`config.mk`:
```
export PLATFORM = sky130hd
export DESIGN_NAME = isp_boot_ctrl
export DESIGN_NICKNAME = d
export VERILOG_FILES = /design/src/isp_boot_pkg.sv /design/src/isp_boot_ctrl.sv
export SDC_FILE = /design/constraint.sdc
export NUM_CORES = 1
export LEC_CHECK = 0
export ABC_CLOCK_PERIOD_IN_PS = 5300
export BUFFER_PORTS_ARGS = -buffer_cell sky130_fd_sc_hd__buf_2
export CORE_ASPECT_RATIO = 2
export CORE_MARGIN = 10
export CORE_UTILIZATION = 30
export DETAILED_ROUTE_END_ITERATION = 7
export PLACE_DENSITY = 0.56
export SETUP_SLACK_MARGIN = 0.4
export SLEW_MARGIN = 20
export SYNTH_ARGS = -nofsm -noshare
export SYNTH_HDL_FRONTEND = slang
export SYNTH_SLANG_ARGS = --single-unit
```
`constraint.sdc`:
```
create_clock -name aclk -period 5.3 [get_ports aclk]
set_input_delay 0.53 -clock aclk [delete_from_list [all_inputs] [get_ports aclk]]
set_output_delay 0.53 -clock aclk [all_outputs]
set_load 0.05 [all_outputs]
```
`src/isp_boot_pkg.sv`:
```
// constants, register map and carrier types for the isp boot/security control block
// assumes one 10 MHz clock domain and an axi4-lite master on the register side
// Function
// - writing bit 7 with bits 1 and 0 set causes a power-on-like reset
// - bit 7 reads 1 while running in loader boot mode
// - bit 4 enables the auxiliary ram
// - bit 1 selects loader location and reprogramming target bank
// - bit 0 set: programming mode entered on wake from idle, or on idle alone in loader boot mode
// - bit 0 clear: program memory read-only, programming refused
// - after power-on boot from application bank unless loader boot condition
// - loader boot if p2.7 and p2.6 low, or p4.3 low
// - security and id registers unreachable in programming mode
// - a security bit programmed to 0 stays 0 until erase-all; here aresetn also restores it to 1
// - security register sits at top address of loader bank space
// - security bits default to 1, no protection
// - lock bit 0 refuses program memory and setting register access
// - read-restriction 0: external table reads cannot reach internal code
// - table reads from internal code always reach both memories
// - encryption bit 0 encodes port 0 data; only erase-all clears it; here aresetn also restores it to 1
// - oscillator bit 0 gives half gain, 1 full gain
// - maker and part ids are fixed read-only 8-bit values
// - control register writable only after 87h then 59h unlock sequence
// - loader boot entry and wake into programming mode clear the program counter

package isp_boot_pkg;

    // =====================================================================
    // register map (byte addresses; printed offset 0xbf is a register index)
    localparam logic [7:0]  CTRL_INDEX      = 8'hbf;
    localparam logic [11:0] ADDR_CTRL       = {2'b00, CTRL_INDEX, 2'b00};
    localparam logic [11:0] ADDR_UNLOCK     = 12'h000;
    localparam logic [11:0] ADDR_STATUS     = 12'h004;
    localparam logic [11:0] ADDR_SEC        = 12'h008;
    localparam logic [11:0] ADDR_SEC_CMD    = 12'h00c;
    localparam logic [11:0] ADDR_ID         = 12'h010;
    localparam logic [11:0] ADDR_ISP_CMD    = 12'h014;

    localparam logic [15:0] SEC_REG_ADDR    = 16'hffff;

    // =====================================================================
    // field positions
    localparam int CTRL_RESET_BIT  = 7;
    localparam int CTRL_AUXRAM_BIT = 4;
    localparam int CTRL_BANK_BIT   = 1;
    localparam int CTRL_PROG_BIT   = 0;
    localparam logic [7:0] CTRL_WMASK = 8'h13;
    localparam logic [7:0] CTRL_RESET = 8'h00;

    localparam int SEC_LOCK_BIT  = 0;
    localparam int SEC_CODE_TABLE_READ_BIT  = 1;
    localparam int SEC_ENC_BIT   = 2;
    localparam int SEC_OSC_BIT   = 7;
    localparam logic [7:0] SEC_DEFAULT   = 8'hff;
    localparam logic [7:0] SEC_PROG_MASK = 8'h87;

    localparam logic [7:0] UNLOCK_KEY1 = 8'h87;
    localparam logic [7:0] UNLOCK_KEY2 = 8'h59;

    // security command register: bit 0 programs bits, bit 1 erases all
    localparam int SEC_CMD_PROG_BIT  = 0;
    localparam int SEC_CMD_ERASE_BIT = 1;

    // identity values, arbitrary
    localparam logic [7:0] MAKER_ID = 8'h3c;
    localparam logic [7:0] PART_ID  = 8'h15;

    localparam logic [1:0] RESP_OKAY   = 2'b00;
    localparam logic [1:0] RESP_SLVERR = 2'b10;

    typedef enum {
        RUN_APP,
        RUN_LOADER_BOOT,
        IDLE_WAIT,
        ISP_MODE
    } run_state_t;

    typedef struct packed {
        logic        code_table_read_from_ext;
        logic        target_internal;
    } table_read_t;

    typedef struct packed {
        logic        aux_ram_enable;
        logic        run_from_loader;
        logic        isp_active;
        logic        encrypt_port0;
        logic        osc_half_gain;
        logic        soft_reset;
        logic        pc_clear;
    } core_ctl_t;

endpackage

```
`src/isp_boot_ctrl.sv`:
```
// isp control register, loader-boot strap capture and one-way security bits
// assumes core signals (idle, wake, table read, isp request) are on aclk;
// strap pins are asynchronous and pass three flip-flops
//
// Local design decision: register access over AXI4-Lite.
`timescale 1ns/1ns
`default_nettype none

module isp_boot_ctrl
    import isp_boot_pkg::*;
(
    input  wire logic        aclk,
    input  wire logic        aresetn,
    // axi4-lite slave
    input  wire logic [11:0] s_awaddr,
    input  wire logic        s_awvalid,
    output logic             s_awready,
    input  wire logic [31:0] s_wdata,
    input  wire logic [3:0]  s_wstrb,
    input  wire logic        s_wvalid,
    output logic             s_wready,
    output logic [1:0]       s_bresp,
    output logic             s_bvalid,
    input  wire logic        s_bready,
    input  wire logic [11:0] s_araddr,
    input  wire logic        s_arvalid,
    output logic             s_arready,
    output logic [31:0]      s_rdata,
    output logic [1:0]       s_rresp,
    output logic             s_rvalid,
    input  wire logic        s_rready,
    // strap pins
    input  wire logic        pin_p2_6,
    input  wire logic        pin_p2_7,
    input  wire logic        pin_p4_3,
    // core
    input  wire logic        core_idle,
    input  wire logic        core_wake,
    input  wire logic        isp_req,
    input  wire logic [15:0] isp_addr,
    input  wire table_read_t table_rd,
    output logic             isp_grant,
    output logic             isp_refused,
    output logic             table_rd_allow,
    output core_ctl_t        core_ctl
);

    // =====================================================================
    // strap synchroniser and reset-time capture
    logic [2:0] strap_a_reg, strap_b_reg;
    logic       strap_valid_reg, loader_boot_mode_reg, soft_reset_reg;
    logic       strap_low;

    always_ff @(posedge aclk) begin
        strap_a_reg <= {strap_a_reg[1:0], ~(pin_p2_6 | pin_p2_7)};
        strap_b_reg <= {strap_b_reg[1:0], ~pin_p4_3};
    end

    // value counts only once stages two and three agree
    assign strap_low = (strap_a_reg[1] & strap_a_reg[2]) |
                       (strap_b_reg[1] & strap_b_reg[2]);

    // caught after reset release, once the chain has settled
    logic [1:0] settle_reg;
    // soft reboot resamples the straps, as a power-on would
    always_ff @(posedge aclk) begin
        if (!aresetn || soft_reset_reg) begin
            settle_reg           <= 2'd0;
            strap_valid_reg      <= 1'b0;
            loader_boot_mode_reg <= 1'b0;
        end else if (!strap_valid_reg) begin
            settle_reg <= settle_reg + 2'd1;
            if (settle_reg == 2'd3) begin
                strap_valid_reg      <= 1'b1;
                loader_boot_mode_reg <= strap_low;
            end
        end
    end

    // =====================================================================
    // axi4-lite write channel
    logic        aw_held_reg, w_held_reg;
    logic [11:0] awaddr_reg;
    logic [31:0] wdata_reg;
    logic [3:0]  wstrb_reg;
    logic        wr_fire;

    assign s_awready = !aw_held_reg && !s_bvalid;
    assign s_wready  = !w_held_reg && !s_bvalid;
    assign wr_fire   = aw_held_reg && w_held_reg && !s_bvalid;

    always_ff @(posedge aclk) begin
        if (!aresetn) begin
            aw_held_reg <= 1'b0;
            w_held_reg  <= 1'b0;
            awaddr_reg  <= 12'h000;
            wdata_reg   <= 32'h0000_0000;
            wstrb_reg   <= 4'h0;
        end else begin
            if (s_awvalid && s_awready) begin
                aw_held_reg <= 1'b1;
                awaddr_reg  <= s_awaddr;
            end else if (wr_fire) begin
                aw_held_reg <= 1'b0;
            end
            if (s_wvalid && s_wready) begin
                w_held_reg <= 1'b1;
                wdata_reg  <= s_wdata;
                wstrb_reg  <= s_wstrb;
            end else if (wr_fire) begin
                w_held_reg <= 1'b0;
            end
        end
    end

    function automatic logic mapped(input logic [11:0] a);
        if (a == ADDR_CTRL)         mapped = 1'b1;
        else if (a == ADDR_UNLOCK)  mapped = 1'b1;
        else if (a == ADDR_STATUS)  mapped = 1'b1;
        else if (a == ADDR_SEC)     mapped = 1'b1;
        else if (a == ADDR_SEC_CMD) mapped = 1'b1;
        else if (a == ADDR_ID)      mapped = 1'b1;
        else if (a == ADDR_ISP_CMD) mapped = 1'b1;
        else                        mapped = 1'b0;
    endfunction

    logic wr_lane0;
    assign wr_lane0 = wr_fire && wstrb_reg[0];

    always_ff @(posedge aclk) begin
        if (!aresetn) begin
            s_bvalid <= 1'b0;
            s_bresp  <= RESP_OKAY;
        end else if (wr_fire) begin
            s_bvalid <= 1'b1;
            s_bresp  <= mapped(awaddr_reg) ? RESP_OKAY : RESP_SLVERR;
        end else if (s_bready) begin
            s_bvalid <= 1'b0;
        end
    end

    // =====================================================================
    // unlock sequence
    logic key1_seen_reg, write_open_reg;

    always_ff @(posedge aclk) begin
        if (!aresetn) begin
            key1_seen_reg  <= 1'b0;
            write_open_reg <= 1'b0;
        end else if (wr_lane0 && awaddr_reg == ADDR_UNLOCK) begin
            // any other value closes the write window again
            key1_seen_reg  <= (wdata_reg[7:0] == UNLOCK_KEY1);
            write_open_reg <= key1_seen_reg && (wdata_reg[7:0] == UNLOCK_KEY2);
        end
    end

    // =====================================================================
    // control register
    logic [7:0] ctrl_reg;
    logic       ctrl_wr;

    assign ctrl_wr = wr_lane0 && awaddr_reg == ADDR_CTRL && write_open_reg;

    always_ff @(posedge aclk) begin
        if (!aresetn || soft_reset_reg) begin
            ctrl_reg <= CTRL_RESET;
        end else if (ctrl_wr) begin
            // bits 3,2 forced to 0 and 6,5 reserved
            ctrl_reg <= wdata_reg[7:0] & CTRL_WMASK;
        end
    end

    // reset strobe: bit 7 with bank select and program enable all set
    always_ff @(posedge aclk) begin
        if (!aresetn || soft_reset_reg) begin
            soft_reset_reg <= 1'b0;
        end else begin
            soft_reset_reg <= ctrl_wr && wdata_reg[CTRL_RESET_BIT]
                              && wdata_reg[CTRL_BANK_BIT] && wdata_reg[CTRL_PROG_BIT];
        end
    end

    // =====================================================================
    // run state: application, loader boot, isp via idle wake (from loader boot, via idle alone)
    run_state_t state_reg;
    logic       pc_clear_reg;

    always_ff @(posedge aclk) begin
        if (!aresetn || soft_reset_reg) begin
            state_reg    <= RUN_APP;
            pc_clear_reg <= 1'b0;
        end else begin
            pc_clear_reg <= 1'b0;
            case (state_reg)
                RUN_APP: begin
                    if (strap_valid_reg && loader_boot_mode_reg) begin
                        state_reg    <= RUN_LOADER_BOOT;
                        pc_clear_reg <= 1'b1;
                    end else if (core_idle && ctrl_reg[CTRL_PROG_BIT]) begin
                        state_reg <= IDLE_WAIT;
                    end
                end
                RUN_LOADER_BOOT: begin
                    if (core_idle && ctrl_reg[CTRL_PROG_BIT]) begin
                        state_reg <= ISP_MODE;
                    end
                end
                IDLE_WAIT: begin
                    if (!ctrl_reg[CTRL_PROG_BIT]) begin
                        state_reg <= RUN_APP;
                    end else if (core_wake) begin
                        state_reg    <= ISP_MODE;
                        pc_clear_reg <= 1'b1;
                    end
                end
                ISP_MODE: begin
                    if (!ctrl_reg[CTRL_PROG_BIT]) begin
                        state_reg <= RUN_APP;
                    end
                end
                default: state_reg <= RUN_APP;
            endcase
        end
    end

    // =====================================================================
    // security bits, one-way until erase-all or aresetn
    logic [7:0] sec_reg;
    logic       sec_cmd_wr;

    assign sec_cmd_wr = wr_lane0 && awaddr_reg == ADDR_SEC_CMD;

    always_ff @(posedge aclk) begin
        if (!aresetn) begin
            sec_reg <= SEC_DEFAULT;
        end else if (sec_cmd_wr && wdata_reg[SEC_CMD_ERASE_BIT]) begin
            sec_reg <= SEC_DEFAULT;
        end else if (sec_cmd_wr && wdata_reg[SEC_CMD_PROG_BIT]
                     && sec_reg[SEC_LOCK_BIT] && state_reg != ISP_MODE) begin
            // only clears bits; reserved bits kept high
            sec_reg <= sec_reg & (wdata_reg[15:8] | ~SEC_PROG_MASK);
        end
    end

    // =====================================================================
    // isp access arbitration
    logic in_isp, sec_target;
    assign in_isp     = state_reg == ISP_MODE;
    assign sec_target = ctrl_reg[CTRL_BANK_BIT] == 1'b0 && isp_addr == SEC_REG_ADDR;

    always_ff @(posedge aclk) begin
        if (!aresetn) begin
            isp_grant   <= 1'b0;
            isp_refused <= 1'b0;
        end else begin
            isp_grant   <= isp_req && in_isp && core_idle && ctrl_reg[CTRL_PROG_BIT]
                           && !sec_target && sec_reg[SEC_LOCK_BIT];
            isp_refused <= isp_req && !(in_isp && core_idle && ctrl_reg[CTRL_PROG_BIT]
                           && !sec_target && sec_reg[SEC_LOCK_BIT]);
        end
    end

    // internal-code table reads from external code blocked when bit 1 is low
    always_ff @(posedge aclk) begin
        if (!aresetn) begin
            table_rd_allow <= 1'b1;
        end else begin
            table_rd_allow <= !(table_rd.code_table_read_from_ext && table_rd.target_internal
                                && !sec_reg[SEC_CODE_TABLE_READ_BIT]);
        end
    end

    always_ff @(posedge aclk) begin
        if (!aresetn) begin
            core_ctl <= '0;
        end else begin
            core_ctl.aux_ram_enable  <= ctrl_reg[CTRL_AUXRAM_BIT];
            core_ctl.run_from_loader <= ctrl_reg[CTRL_BANK_BIT] || state_reg != RUN_APP;
            core_ctl.isp_active      <= in_isp;
            core_ctl.encrypt_port0   <= !sec_reg[SEC_ENC_BIT];
            core_ctl.osc_half_gain   <= !sec_reg[SEC_OSC_BIT];
            core_ctl.soft_reset      <= soft_reset_reg;
            core_ctl.pc_clear        <= pc_clear_reg;
        end
    end

    // =====================================================================
    // axi4-lite read channel
    logic [7:0] ctrl_view;
    assign ctrl_view = {(state_reg == RUN_LOADER_BOOT), ctrl_reg[6:0]};

    assign s_arready = !s_rvalid;

    always_ff @(posedge aclk) begin
        if (!aresetn) begin
            s_rvalid <= 1'b0;
            s_rdata  <= 32'h0000_0000;
            s_rresp  <= RESP_OKAY;
        end else if (s_arvalid && s_arready) begin
            s_rvalid <= 1'b1;
            s_rresp  <= RESP_OKAY;
            if (s_araddr == ADDR_CTRL) begin
                s_rdata <= {24'h000000, ctrl_view};
            end else if (s_araddr == ADDR_UNLOCK) begin
                s_rdata <= {31'h0, write_open_reg};
            end else if (s_araddr == ADDR_STATUS) begin
                s_rdata <= {28'h0, loader_boot_mode_reg, strap_valid_reg,
                            in_isp, state_reg == IDLE_WAIT};
            end else if (s_araddr == ADDR_SEC) begin
                // locked or in isp: setting registers hidden
                s_rdata <= (sec_reg[SEC_LOCK_BIT] && !in_isp) ? {24'h000000, sec_reg}
                                                              : 32'h0000_0000;
            end else if (s_araddr == ADDR_ID) begin
                s_rdata <= (sec_reg[SEC_LOCK_BIT] && !in_isp) ?
                           {16'h0000, PART_ID, MAKER_ID} : 32'h0000_0000;
            end else if (s_araddr == ADDR_SEC_CMD || s_araddr == ADDR_ISP_CMD) begin
                s_rdata <= 32'h0000_0000;
            end else begin
                s_rdata <= 32'h0000_0000;
                s_rresp <= RESP_SLVERR;
            end
        end else if (s_rready) begin
            s_rvalid <= 1'b0;
        end
    end

endmodule // isp_boot_ctrl

`default_nettype wire

```
=== Word level (Yosys, flattened, before mapping) ===
Cells that the tools add are included.

* Register bits after elaboration: 136
* Input bits: 91

* Bitwise gates (word level): 10
* $add $sub $neg: 1
* Equal/unequal tests: 27
* Muxes and demuxes: 43
* Reduce and logical (&&, ||, !) cells: 62

{| class="wikitable"
|+ Operators with widths
! cell !! number
|-
| $mux W32 || 6
|-
| $pmux W32 S4 || 1
|-
| $eq A32 B2 Y1 const B || 3
|-
| $mux W13 || 6
|-
| $eq A32 B3 Y1 const B || 2
|-
| $eq A12 B4 Y1 const B || 4
|-
| $eq A12 B5 Y1 const B || 4
|-
| $logic_and A1 B1 Y1 || 36
|-
| $eq A32 B1 Y1 const B || 1
|-
| $logic_not A32 Y1 || 1
|-
| $ne A32 B3 Y1 const B || 1
|-
| $reduce_bool A32 Y1 || 1
|-
| $eq A12 B10 Y1 const B || 2
|-
| $eq A12 B3 Y1 const B || 2
|-
| $logic_not A12 Y1 || 2
|-
| $mux W1 || 21
|-
| $eq A16 B16 Y1 const B || 1
|-
| $mux W2 || 7
|-
| $logic_not A1 Y1 || 12
|-
| $and A8 B8 Y8 || 1
|-
| $eq A8 B7 Y1 const B || 1
|-
| $eq A8 B8 Y1 const B || 1
|-
| $mux W8 || 1
|-
| $reduce_bool A2 Y1 || 4
|-
| 12 further kinds || 22
|}

=== Depth between registers and ports, before layout ===
* Depth after elaboration: 11
* Mapped depth: 5
* Gate-level depth less buffers: 4

=== Worst setup path after synthesis ===
No wires, ideal clock.

* Kind: register -> register
* Start point: register awaddr_reg[0]
* End point: register key1_seen_reg
* Library setup time: 0.118 ns
* Buffers on the path: 1
* Arrival: 2.034 ns
* Stages on the path, launching flop included: 6
* Path slack: 3.148 ns
* Required time: 5.182 ns
* Clock period less this slack: 2.152 ns
* Path through: dfxtp_1 -> or4_4 -> or4b_1 -> buf_2 -> or4_4 -> mux2i_1

* Word-level cells in the longest chain between the ends: 2

{| class="wikitable"
|+ Ends and longest elaborated chain
! what !! RTL line !! text
|-
| start: declaration || isp_boot_ctrl.sv:83 || <nowiki>logic [11:0] awaddr_reg;</nowiki>
|-
| start signal: assignment || isp_boot_ctrl.sv:102 || <nowiki>awaddr_reg <= s_awaddr;</nowiki>
|-
| $logic_not A12 Y1 || isp_boot_ctrl.sv:150 || <nowiki>end else if (wr_lane0 && awaddr_reg == ADDR_UNLOCK) begin</nowiki>
|-
| $logic_and A1 B1 Y1 || isp_boot_ctrl.sv:150 ||
|-
| end signal: assignment || isp_boot_ctrl.sv:152 || <nowiki>key1_seen_reg <= (wdata_reg[7:0] == UNLOCK_KEY1);</nowiki>
|-
| end: declaration || isp_boot_ctrl.sv:144 || <nowiki>logic key1_seen_reg, write_open_reg;</nowiki>
|}

Every way passes these cells.
A chain may end at the register's enable or synchronous reset.

==> metrics.md <==
| Metric | Value |
|---|---|
| Status | complete, no violations |
| Die height | 165 um |
| RSZ-0062 raised after global routing | false |
| Crit-path slowest cell | nor4b_1 |
| Clock skew | 0.00527 ns |
| Final core utilization | 0.380 |
| Seq pwr share | 0.458 |
| Final period utilization | 0.472 |
| PnR worst setup slack | 2.80 ns |
| Max-capacitance violation count | 0 |
| Grt ovf | 0 |
| Reg2reg start | awaddr_reg[0] |
| Critical Path AT | 2.76 ns |
| RD Place Congestion | 0.777 |
| IO Count | 142 |
| HP Start | strap_b_reg[0] |
| Pwr Density | 333 nW/um^2 |
| Post-route ant nets | 0 |
| WL final | 8460 um |
| Clock power share | 0.415 |
| TritonCTS clock tree | built |
| Hold endpoint | strap_b_reg[1] |
| CP endpoint kind | register |
| Max FO, Critical Path | 49 |
| Synth Flop Type | dfxtp_1 |
| Kind of critical path | input pin to register |
| Die area | 15200 um^2 |
| Post-route minimum period | 2.50 ns |
| Final net count | 549 |
| Slew HR | 0.325 |
| Critical Path RT | 5.56 ns |
| Clock sinks | 73 |
| Die X | 92.4 um |
| Worst hold path depth | 0 |
| Via count | 2716 |
| Drt first pass iters | 4 |
| Largest net degree at the start of global routing | 50 |
| VDD IR max | 0.177 mV |
| Largest stage delay on the critical path | 0.84 ns |
| Most frequent cells in the layout | buf_2 (95), nand2_1 (77), dfxtp_1 (73), a21boi_0 (29), conb_1 (23) |
| Vias in the first global route | 2813 |
| EDFF count, synth | 0 |
| Post-synth ARST share | 0 |
| Hold Slack | 0.325 ns |
| Worst path most repeated cell | nand3_1 |
| Post-CTS Setup Inserts | 0 |
| Port bufs | 95 |
| Dpl hpwl | 6880 um |
| Initial antenna violation count | 0 |
| CTS root buf | clkbuf_16 |
| #FFs+latches synth | 73 |
| Maximum clock frequency | 0.400 GHz |
| Warnings from Yosys | 0 |
| Clk pin slew, worst setup/hold paths | 0.05 ns |
| Crit path cell chain | buf_2 -> and3b_1 -> nor4b_1 -> nand3_1 -> nand3_1 |
| Sw frac | 0.264 |
| Vias/cell | 4.56 |
| Crit start category | input pin |
| Post-synthesis sequential area ratio | 0.465 |
| Cell Int Power | 952 uW |
| ANT cells | 0 |
| CORE AREA | 10200 um^2 |
| R2R Path End | write_open_reg |
| Switching power of the nets | 342 uW |
| Setup WS pre-CTS | 2.36 ns |
| TNS Setup | 0 ns |
| Finish-stage setup viols | 0 |
| Hold bufs inserted after CTS | 0 |
| First-pass GRT wire length | 13300 um |
| Max clock buf depth | 2 |
| Final hold viol count | 0 |
| Final Non-Filler Cells | 596 |
| Wire per inst | 14.2 um |
| Placed insts | 581 |
| Reg2Reg Depth | 4 |
| P_leak | 0.00170 uW |
| Worst hold path type | register to register |
| Drc violations | 0 |
| Cell Area, Synth | 3140 um^2 |
| Commonest non-fill, non-tap cell in the layout | buf_2 |
| H-tree depth | 3 |
| Tot GR Track Use | 0.110 |
| DRT iter0 DRCs | 98 |
| Initial Util | 0.308 |
| Comb power frac | 0.127 |
| CTS resizes | 0 |
| Post-Synthesis Cells | 370 |
| Worst Tran Pin Value | 0.999 ns |
| Clock Latency Late Sink | 0.33 ns |
| Num CTS Buffers | 9 |
| Num rows | 52 |
| Max Slew Vio Count | 0 |
| Synth cell types | 48 |
| Share of cells above drive strength 1 | 0.247 |
| Worst R2R Setup Slack | 3.06 ns |
| Syn avg cell area | 8.49 um^2 |
| Area Growth Syn to Fin | 23.6% |
==> critical path, delay by kind of cell <==
family                 cells  cell delay, ns
buffers and inverters      1            0.58
and+or+nand+nor            4            1.64
==> cell usage after synthesis, types with 5 or more instances <==
cell,count,area share
nor2_1,14,0.017
inv_1,10,0.012
nand4_1,10,0.020
a21oi_1,10,0.016
clkbuf_1,15,0.018
nand3_1,12,0.019
and2_1,6,0.012
a21boi_0,29,0.069
dfxtp_1,73,0.46
buf_4,25,0.060
nand2_1,77,0.092
and3_1,5,0.010
o21ai_0,12,0.019
nand2b_1,12,0.024
nor2b_1,7,0.014
==> area by class of cell <==
cell class / count / area, um^2
clock buffers: 12 / 246
clock inverters: 3 / 17.5
fillers: 1086 / 6330
inverters: 10 / 37.5
multi-input cells: 268 / 1480
flip-flops and latches: 73 / 1460
well taps: 135 / 169
repair buffers: 95 / 475
==> kinds of logic (layout without fill, tap and decap cells) <==
family | count (synthesis) | count (layout) | share of synthesized area
simple gates | 169 | 169 | 0.268
flops | 73 | 73 | 0.465
xor+xnor | 1 | 1 | 0.00279
compound gates | 71 | 71 | 0.158
fa+ha+maj | 1 | 1 | 0.00398
mux | 3 | 3 | 0.00955
other cells | 1 | 23 | 0.00119
buf+inv | 51 | 120 | 0.0912
==> power by group through the flow <==
stage	Sequential (uW)	Combinational (uW)	Clock (uW)
final	592	165	537
after global routing	595	183	584
after CTS	592	167	559
after detailed placement	604	167	0
after global placement	602	164	0
after floorplan	607	126	0
==> worst max path at each step <==
stage,startpoint,endpoint,slack (ns),cells past startpoint
after CTS,aresetn,s_rdata[3],2.72,5
after detailed placement,aresetn,s_rdata[3],2.36,5
after global placement,aresetn,s_rdata[6],2.42,5
final,aresetn,s_rdata[3],2.80,5
after floorplan,awaddr_reg[0],key1_seen_reg,3.15,5
after global routing,aresetn,s_rdata[10],2.45,5
==> metrics by stage <==
| step | total power (uW) | instance area (um^2) |
|---|---|---|
| 6_report | 1290 | 3880 |
| 5_1_grt | 1360 | 3880 |
| 4_1_cts | 1320 | 3880 |
| 3_5_place_dp | 771 | 3620 |
| 3_3_place_gp | 767 | 3620 |
| 2_1_floorplan | 734 | 3230 |
==> layer usage <==
metal  up-vias  share of wire  wire (um)  track usage
li1       1402              -          -            -
met2        88           0.55       4660        0.205
met4         0          0.024        207       0.0508
met5         -              0          0            0
met1      1210           0.35       3000        0.100
met3        16          0.070        594       0.0441
Note: power is estimated with default switching activity, not from simulation.
